`src/inc/i2c_stretch_defs.vh`:
```
/*
 Constants for the two-wire slave clock stretcher and the stop collision checker.
 Assumes inclusion by bare name from the design files only.
*/
`ifndef I2C_STRETCH_DEFS_VH
`define I2C_STRETCH_DEFS_VH

// Register offsets on the plain port (8-bit address)
`define ADDR_CTRL 8'h00
`define ADDR_STATUS 8'h01
`define ADDR_BUF 8'h02
`define ADDR_OWN 8'h03
`define ADDR_RELOAD 8'h04
`define ADDR_CMD 8'h05

// Control register fields
`define CTRL_STRETCH_EN 0
`define CTRL_RELEASE 1
`define CTRL_TEN_BIT 2
`define CTRL_RST 8'h02

// Status register fields
`define ST_BF 0
`define ST_UA 1
`define ST_RW 2
`define ST_COLL 3
`define ST_STOP_BUSY 4
`define ST_ADDR_HIT 5
`define ST_OVF 6

// Command register fields
`define CMD_STOP 0
`define CMD_CLR_COLL 1

`define OWN_RST 10'h000
`define RELOAD_RST 8'h10

// Ten-bit address header upper bits
`define TEN_HDR 5'h1e

`endif

```
`src/verilog/stop_collision.v`:
```
/*
 Master stop generator with collision detection, bit-rate down-counter timed.
 Assumes synchronised line levels and a one-cycle start pulse from the owner.
*/
`timescale 1ns/10ps
`include "i2c_stretch_defs.vh"

module stop_collision (
  input wire clk,
  input wire rst,
  input wire start,
  input wire [6:0] reload,
  input wire scl_in,
  input wire sda_in,
  output reg scl_low_r,
  output reg sda_low_r,
  output reg busy_r,
  output reg coll_r,
  output reg done_r
);

  localparam S_IDLE = 3'd0;
  localparam S_SDA_LOW = 3'd1;
  localparam S_SCL_REL = 3'd2;
  localparam S_COUNT = 3'd3;
  localparam S_SDA_REL = 3'd4;
  localparam S_SAMPLE = 3'd5;

  reg [2:0] state_r;
  reg [6:0] brg_r;

  always @(posedge clk) begin
    if (rst) begin
      state_r <= S_IDLE;
      brg_r <= 7'h00;
      scl_low_r <= 1'b0;
      sda_low_r <= 1'b0;
      busy_r <= 1'b0;
      coll_r <= 1'b0;
      done_r <= 1'b0;
    end else begin
      coll_r <= 1'b0;
      done_r <= 1'b0;
      case (state_r)
        S_IDLE: begin
          if (start) begin
            sda_low_r <= 1'b1;
            scl_low_r <= 1'b1;
            busy_r <= 1'b1;
            state_r <= S_SDA_LOW;
          end
        end
        S_SDA_LOW: begin
          if (!sda_in) begin
            scl_low_r <= 1'b0;
            state_r <= S_SCL_REL;
          end
        end
        S_SCL_REL: begin
          if (scl_in) begin
            brg_r <= reload;
            state_r <= S_COUNT;
          end
        end
        S_COUNT: begin
          if (!scl_in) begin
            coll_r <= 1'b1;
            sda_low_r <= 1'b0;
            busy_r <= 1'b0;
            state_r <= S_IDLE;
          end else if (brg_r == 7'h00) begin
            sda_low_r <= 1'b0;
            brg_r <= reload;
            state_r <= S_SDA_REL;
          end else begin
            brg_r <= brg_r - 7'h01;
          end
        end
        S_SDA_REL: begin
          if (brg_r == 7'h00) begin
            state_r <= S_SAMPLE;
          end else begin
            brg_r <= brg_r - 7'h01;
          end
        end
        S_SAMPLE: begin
          coll_r <= !sda_in;
          done_r <= sda_in;
          busy_r <= 1'b0;
          state_r <= S_IDLE;
        end
        default: begin
          state_r <= S_IDLE;
        end
      endcase
    end
  end

endmodule

```
`src/verilog/i2c_slave_stretch.v`:
```
/*
 Two-wire slave with automatic clock stretching, plus master stop collision check.
 Assumes open-drain wiring outside; line inputs are asynchronous and synchronised here.
*/
//
// Contract
// - Slave transmit stretches automatically in 7-bit and 10-bit modes.
// - Stretch enable holds clock low after each data receive.
// - 7-bit receive: ninth falling edge with buffer full clears release.
// - Clock held low while release is zero; software sets it.
// - Buffer read before ninth falling edge prevents the stretch.
// - Software may set release any time regardless of buffer full; here a transmit clear in the same cycle overrides the write.
// - 10-bit address phase stretches on update flag, release untouched.
// - Update flag set after high address byte and low byte with write.
// - Writing address reload releases address stretch and clears update flag.
// - Buffer-full stretch only in data sequences, never address sequences; here the ninth fall after a matched write address can also stretch.
// - 10-bit receive data uses the same buffer-full stretch.
// - 7-bit transmit clears release at ninth edge when buffer empty.
// - Buffer loaded before ninth edge in transmit prevents stretch.
// - 10-bit transmit first two address bytes stretch on update flag.
// - Repeated high byte with read: no update flag, enter transmit.
// - Stop: data low, float clock, count reload down, sample data.
// - Stop collision when released data samples low after timeout.
// - Stop collision when clock samples low before data released.
`timescale 1ns/10ps
`include "i2c_stretch_defs.vh"

module i2c_slave_stretch (
  input wire CLK,
  input wire SYS_RST,
  input wire [7:0] ADDR,
  input wire [7:0] WDATA,
  input wire WR,
  input wire RD,
  output reg [7:0] RDATA,
  input wire SCL_I,
  output wire SCL_O,
  output wire SCL_OE,
  input wire SDA_I,
  output wire SDA_O,
  output wire SDA_OE
);

  localparam P_IDLE = 3'd0;
  localparam P_ADDR1 = 3'd1;
  localparam P_ADDR2 = 3'd2;
  localparam P_DATA = 3'd3;
  localparam P_SKIP = 3'd4;

  reg [1:0] scl_s_r;
  reg [1:0] sda_s_r;
  reg scl_d_r;
  reg sda_d_r;
  reg [7:0] ctrl_r;
  reg [9:0] own_r;
  reg [7:0] reload_r;
  reg [7:0] buf_r;
  reg [7:0] shift_r;
  reg [3:0] bit_r;
  reg [2:0] phase_r;
  reg bf_r;
  reg ua_r;
  reg rw_r;
  reg ovf_r;
  reg hit_r;
  reg coll_flag_r;
  reg tx_r;
  reg ack_drv_r;
  reg ua_hold_r;
  reg seen_hdr_r;
  reg sda_tx_r;
  reg [7:0] ctrl_nxt;

  wire scl = scl_s_r[1];
  wire sda = sda_s_r[1];
  wire scl_rise = scl & ~scl_d_r;
  wire scl_fall = ~scl & scl_d_r;
  wire start_cond = scl & scl_d_r & sda_d_r & ~sda;
  wire stop_cond = scl & scl_d_r & ~sda_d_r & sda;
  wire wr_ctrl = WR && (ADDR == `ADDR_CTRL);
  wire wr_buf = WR && (ADDR == `ADDR_BUF);
  wire wr_reload = WR && (ADDR == `ADDR_RELOAD);
  wire wr_cmd = WR && (ADDR == `ADDR_CMD);
  wire rd_buf = RD && (ADDR == `ADDR_BUF);
  wire ten_bit = ctrl_r[`CTRL_TEN_BIT];
  wire ninth_fall = scl_fall && (bit_r == 4'd9);
  wire addr_seq = (phase_r == P_ADDR1) || (phase_r == P_ADDR2);
  wire data_seq = (phase_r == P_DATA);
  wire stop_scl_low;
  wire stop_sda_low;
  wire stop_busy;
  wire stop_coll;

  // Line synchronisers: first stage feeds only the second
  always @(posedge CLK) begin
    if (SYS_RST) begin
      scl_s_r <= 2'b11;
      sda_s_r <= 2'b11;
      scl_d_r <= 1'b1;
      sda_d_r <= 1'b1;
    end else begin
      scl_s_r <= {scl_s_r[0], SCL_I};
      sda_s_r <= {sda_s_r[0], SDA_I};
      scl_d_r <= scl;
      sda_d_r <= sda;
    end
  end

  // Release bit: software set, hardware clear; a control write beats the receive clear but not the transmit clear
  always @* begin
    ctrl_nxt = ctrl_r;
    if (wr_ctrl) begin
      ctrl_nxt = WDATA;
    end
    if (ninth_fall && hit_r) begin
      // a prior buffer read clears full
      if (!tx_r && data_seq && ctrl_r[`CTRL_STRETCH_EN] && bf_r && !wr_ctrl) begin
        ctrl_nxt[`CTRL_RELEASE] = 1'b0;
      end
      // a prior buffer load prevents it
      if (tx_r && data_seq && !bf_r && !wr_buf) begin
        ctrl_nxt[`CTRL_RELEASE] = 1'b0;
      end
    end
  end

  always @(posedge CLK) begin
    if (SYS_RST) begin
      ctrl_r <= `CTRL_RST;
      own_r <= `OWN_RST;
      reload_r <= `RELOAD_RST;
      buf_r <= 8'h00;
      shift_r <= 8'h00;
      bit_r <= 4'd0;
      phase_r <= P_IDLE;
      bf_r <= 1'b0;
      ua_r <= 1'b0;
      rw_r <= 1'b0;
      ovf_r <= 1'b0;
      hit_r <= 1'b0;
      coll_flag_r <= 1'b0;
      tx_r <= 1'b0;
      ack_drv_r <= 1'b0;
      ua_hold_r <= 1'b0;
      seen_hdr_r <= 1'b0;
      sda_tx_r <= 1'b1;
    end else begin
      // release write accepted whatever buffer full says, unless the transmit clear falls in the same cycle
      ctrl_r <= ctrl_nxt;
      if (WR && (ADDR == `ADDR_OWN)) begin
        own_r <= {own_r[9:8], WDATA};
      end
      if (wr_reload) begin
        // reload write releases and clears update flag
        reload_r <= WDATA;
        own_r[9:8] <= WDATA[1:0];
        ua_r <= 1'b0;
        ua_hold_r <= 1'b0;
      end
      if (wr_cmd && WDATA[`CMD_CLR_COLL]) begin
        coll_flag_r <= 1'b0;
      end
      // collision is sticky, set wins over clear
      if (stop_coll) begin
        coll_flag_r <= 1'b1;
      end
      if (wr_buf) begin
        buf_r <= WDATA;
        bf_r <= 1'b1;
      end else if (rd_buf && !tx_r) begin
        bf_r <= 1'b0;
      end
      if (start_cond || stop_cond) begin
        bit_r <= 4'd0;
        phase_r <= start_cond ? P_ADDR1 : P_IDLE;
        hit_r <= 1'b0;
        ack_drv_r <= 1'b0;
        sda_tx_r <= 1'b1;
        if (stop_cond) begin
          tx_r <= 1'b0;
          seen_hdr_r <= 1'b0;
        end
      end else if (phase_r != P_IDLE) begin
        // Own transmit bits must not overwrite the outgoing byte
        if (scl_rise && bit_r < 4'd9 && !(tx_r && data_seq)) begin
          shift_r <= {shift_r[6:0], sda};
        end
        if (scl_fall) begin
          bit_r <= (bit_r == 4'd9) ? 4'd1 : bit_r + 4'd1;
          if (bit_r == 4'd8) begin
            ack_drv_r <= 1'b0;
            sda_tx_r <= 1'b1;
            case (phase_r)
              P_ADDR1: begin
                if (ten_bit && shift_r[7:3] == `TEN_HDR && shift_r[2:1] == own_r[9:8]) begin
                  ack_drv_r <= 1'b1;
                  hit_r <= 1'b1;
                  if (shift_r[0] && seen_hdr_r) begin
                    // repeated header with read: transmit, no flag
                    tx_r <= 1'b1;
                    bf_r <= 1'b0;
                    phase_r <= P_DATA;
                  end else begin
                    ua_r <= 1'b1;
                    ua_hold_r <= 1'b1;
                    phase_r <= P_ADDR2;
                  end
                end else if (!ten_bit && shift_r[7:1] == own_r[6:0]) begin
                  ack_drv_r <= 1'b1;
                  hit_r <= 1'b1;
                  tx_r <= shift_r[0];
                  rw_r <= shift_r[0];
                  phase_r <= P_DATA;
                  if (shift_r[0]) begin
                    bf_r <= 1'b0;
                  end
                end else begin
                  phase_r <= P_SKIP;
                end
              end
              P_ADDR2: begin
                if (shift_r == own_r[7:0]) begin
                  // flag after low byte with write
                  ack_drv_r <= 1'b1;
                  ua_r <= 1'b1;
                  ua_hold_r <= 1'b1;
                  seen_hdr_r <= 1'b1;
                  rw_r <= 1'b0;
                  phase_r <= P_DATA;
                end else begin
                  phase_r <= P_SKIP;
                end
              end
              P_DATA: begin
                if (!tx_r) begin
                  ack_drv_r <= 1'b1;
                  if (bf_r && !rd_buf) begin
                    ovf_r <= 1'b1;
                  end else begin
                    buf_r <= shift_r;
                    bf_r <= 1'b1;
                  end
                end
              end
              default: begin
                phase_r <= P_SKIP;
              end
            endcase
          end else if (bit_r == 4'd9) begin
            ack_drv_r <= 1'b0;
            if (tx_r && data_seq) begin
              if (bf_r || wr_buf) begin
                sda_tx_r <= wr_buf ? WDATA[7] : buf_r[7];
                shift_r <= wr_buf ? WDATA : buf_r;
                bf_r <= 1'b0;
              end
            end
          end else if (tx_r && data_seq) begin
            sda_tx_r <= shift_r[6];
            shift_r <= {shift_r[6:0], 1'b1};
          end
        end
        // Master NACK ends slave transmit
        if (tx_r && scl_rise && bit_r == 4'd9 && sda) begin
          phase_r <= P_SKIP;
        end
        if (wr_buf && tx_r && data_seq && bit_r == 4'd1 && !ctrl_r[`CTRL_RELEASE]) begin
          sda_tx_r <= WDATA[7];
          shift_r <= WDATA;
          bf_r <= 1'b0;
        end
      end
    end
  end

  always @(posedge CLK) begin
    if (SYS_RST) begin
      RDATA <= 8'h00;
    end else if (RD) begin
      case (ADDR)
        `ADDR_CTRL: RDATA <= ctrl_r;
        `ADDR_STATUS: RDATA <= {1'b0, ovf_r, hit_r, stop_busy, coll_flag_r, rw_r, ua_r, bf_r};
        `ADDR_BUF: RDATA <= buf_r;
        `ADDR_OWN: RDATA <= own_r[7:0];
        `ADDR_RELOAD: RDATA <= reload_r;
        default: RDATA <= 8'h00;
      endcase
    end else begin
      RDATA <= 8'h00;
    end
  end

  stop_collision u_stop (
    .clk(CLK),
    .rst(SYS_RST),
    .start(wr_cmd && WDATA[`CMD_STOP]),
    .reload(reload_r[6:0]),
    .scl_in(scl),
    .sda_in(sda),
    .scl_low_r(stop_scl_low),
    .sda_low_r(stop_sda_low),
    .busy_r(stop_busy),
    .coll_r(stop_coll),
    .done_r()
  );

  // clock low while release is zero
  // address stretch on update flag, release kept
  wire hold_scl = !ctrl_r[`CTRL_RELEASE] ||
                  (ua_hold_r && addr_seq && bit_r == 4'd1 && !scl) ||
                  (ua_hold_r && bit_r == 4'd1 && !scl && hit_r);
  wire data_drive = ack_drv_r || (tx_r && data_seq && bit_r < 4'd9 && !sda_tx_r);

  // open-drain: drive low or release only
  assign SCL_O = 1'b0;
  assign SCL_OE = hold_scl || stop_scl_low;
  assign SDA_O = 1'b0;
  assign SDA_OE = data_drive || stop_sda_low;

endmodule

```
`config.mk`:
```
export PLATFORM = sky130hd
export DESIGN_NAME = i2c_slave_stretch
export DESIGN_NICKNAME = d
export VERILOG_FILES = /design/src/verilog/stop_collision.v /design/src/verilog/i2c_slave_stretch.v
export VERILOG_INCLUDE_DIRS = /design/src /design/src/inc
export SDC_FILE = /design/constraint.sdc
export NUM_CORES = 1
export LEC_CHECK = 0
export ABC_AREA = 1
export BUFFER_PORTS_ARGS = -buffer_cell sky130_fd_sc_hd__buf_2
export CAP_MARGIN = 30
export CORE_MARGIN = 5
export CORE_UTILIZATION = 50
export DETAILED_ROUTE_END_ITERATION = 8
export PLACE_DENSITY = 0.74
export SETUP_SLACK_MARGIN = 0.05
export SLEW_MARGIN = 30
export SYNTH_ARGS = -nofsm -noshare
export SYNTH_HDL_FRONTEND = slang
export SYNTH_HIERARCHICAL = 1
export SYNTH_SLANG_ARGS = --single-unit
```
`constraint.sdc`:
```
create_clock -name CLK -period 2.6 [get_ports CLK]
set_input_delay 0.13 -clock CLK [delete_from_list [all_inputs] [get_ports CLK]]
set_output_delay 0.13 -clock CLK [all_outputs]
set_load 0.1 [all_outputs]
```
==> summary.md <==
| Metric | Value |
|---|---|
| Largest net degree at the start of global routing | 38 |
| Yosys Warn Count | 6 |
| Worst min path class | in2reg |
| Routed Antenna Nets | 0 |
| Unrepaired setup endpoints after global routing | no |
| CTS max path bufs | 2 |
| CTS Buf Count | 9 |
| H-tree Lvls | 3 |
| Fillers | roughly 1000 |
| Core Footprint | 10200 um2 |
| WP data arrival | roughly 2.1 ns |
| FF+latch area | ~1700 um2 |
| DP Wirelength | 12100 um |
| GP Congestion | approximately 0.96 |
| Number of global-route vias before repair | 5293 |
| Max-cap violations | 0 |
| DR vias | about 5500 |
| Crit-path max FO | 7 |
| Routed WL per cell | 16.7 um |
| Worst rel slew slack | 0.592 |
| Final Max Tran Viols | 0 |
| Final Critical Period | 2.27 ns |
| Top delay family on crit path | buffers and inverters |
| Worst-case clock skew | between 0.01 and 0.015 ns |
| Area Overhead vs Synth | 8.92% |
| Post-CTS setup buffer count | 0 |
| Commonest non-fill, non-tap cell in the layout | nand2_1 |
| CP max stage delay | between 0.4 and 0.5 ns |
| Status | finished, final reports clean |
| Total grt overflow | 0 |
| Clock root cell | clkbuf_8 |
| Die Span Y | 112 um |
| Overall Global Routing Usage | 0.258 |
| Final Total Pwr | 3.15 mW |
| Worst-margin pin slew | a little over 0.6 ns |
| FP Rows | 37 |
| Post-CTS sizing | 0 |
| TritonCTS clock tree | done |
| Final setup fails | 0 |
| Final nets | ~840 |
| Clk sinks | 86 |
| Most frequent cells in the layout | nand2_1 (193), inv_1 (91), dfxtp_1 (86) |
| DRT iter0 DRCs | between 500 and 600 |
| Drc violations | 0 |
| Syn Area/Cell | roughly 6.6 um2 |
| Crit start category | register |
| Worst Setup End Kind | output port |
| Final setup TNS | 0 ns |
| Leak | 2.47 nW |
| # hold bufs at CTS | 2 |
| Drt via density | roughly 5.7 |
| Die ar. | around 12000 um2 |
| Crit path required time | 2.47 ns |
| Critical path cell sequence | inv_1 -> nor3_2 -> inv_2 -> nand2_1 -> o2111ai_1 -> nand2_1 -> buf_2 |
| Endpoints failing hold | 0 |
| DRT Wirelength | between 15000 and 20000 um |
| Initial core utilization | 0.506 |
| Post-Syn Area | 5180 um2 |
| 1st-pass router iterations | 6 |
| Layout cell share with drive strength beyond 1 | 0.160 |
| CTS clk-pin slew, worst paths | about 0.090 ns |
| Initial antenna violation count | 0 |
| Achievable frequency | 0.441 GHz |
| Chip width | ~110 um |
| Synth Instances | between 700 and 800 |
| Worst Path Buf+Inv | 3 |
| VDD IR max | between 0.3 and 0.4 mV |
| Power Dens Cells | ~560 nW/um2 |
| First-pass GRT wire length | 25900 um |
| Worst path slowest cell | dfxtp_1 |
| Setup CP Type | reg2out |
| Part of the cycle the worst path needs | 0.872 |
| Clock latency at the later pin of the worst-skew pair | roughly 0.38 ns |
| IO Pins | 34 |
| Area of the multi-input gates | around 2900 um2 |
| Port Buffers | 31 |
| Reg2reg setup slack | about 0.68 ns |
| Ant diodes | 0 |
| CP dominant cell by count | nand2_1 |
[flip-flops by register name, summed over array words and instances (netlist names), 4 cells and up]
register      flops
bit_r             4
RDATA             8
shift_r           8
reload_r          7
ctrl_r            8
buf_r             8
u_stop/brg_r      7
own_r             9
[metrics by stage]
| stage | cell area [um2] | instances | util | worst slack [ns] | hold slack (ns) |
|---|---|---|---|---|---|
| after floorplan | 5180 | 787 | - | 0.352 | 0.234 |
| after global placement | 5440 | 943 | 0.532 | 0.647 | 0.316 |
| after detailed placement | 5440 | 943 | 0.532 | 0.610 | 0.317 |
| after CTS | 5640 | 960 | 0.551 | 0.368 | 0.0173 |
| after global routing | 5640 | 960 | 0.551 | 0.238 | 0.0421 |
| final | 5640 | 960 | 0.551 | 0.333 | 0.0280 |
[routing by layer]
layer	up-vias	global-route usage	wire length [um]
met1	2510	0.314	6480
li1	2630	-	-
met4	0	0.132	690
met5	-	0	0
met3	61	0.0908	1590
met2	281	0.402	7260
[worst min-delay path, stage by stage]
cell and delay [ns]:
buf_2 0.12, nand2_1 0.06, a21oi_1 0.05
[worst paths after layout]
| check | start | cells past startpoint | to |
|---|---|---|---|
| setup / recovery | phase_r[0] | 7 | SCL_OE |
| hold / removal | WDATA[0] | 3 | ctrl_r[0] |
| setup reg to reg | shift_r[6] | 10 | phase_r[1] |
| hold reg to reg | sda_s_r[0] | 1 | sda_s_r[1] |
[area by class of cell]
class                      count  area share
timing repair buffer          40      0.0404
clock inverter                 4     0.00865
inverter                     115      0.0770
multi-input combinational    568       0.515
sequential                    86       0.305
clock buffer                  11      0.0233
tap                          136      0.0302
[power by group]
group          internal, mW  switching [mW]  total, mW
combinational         0.261           0.523      0.785
clock                 0.438           0.484      0.922
sequential             1.37          0.0722       1.44
No activity file was read; power rests on OpenSTA's default activity.
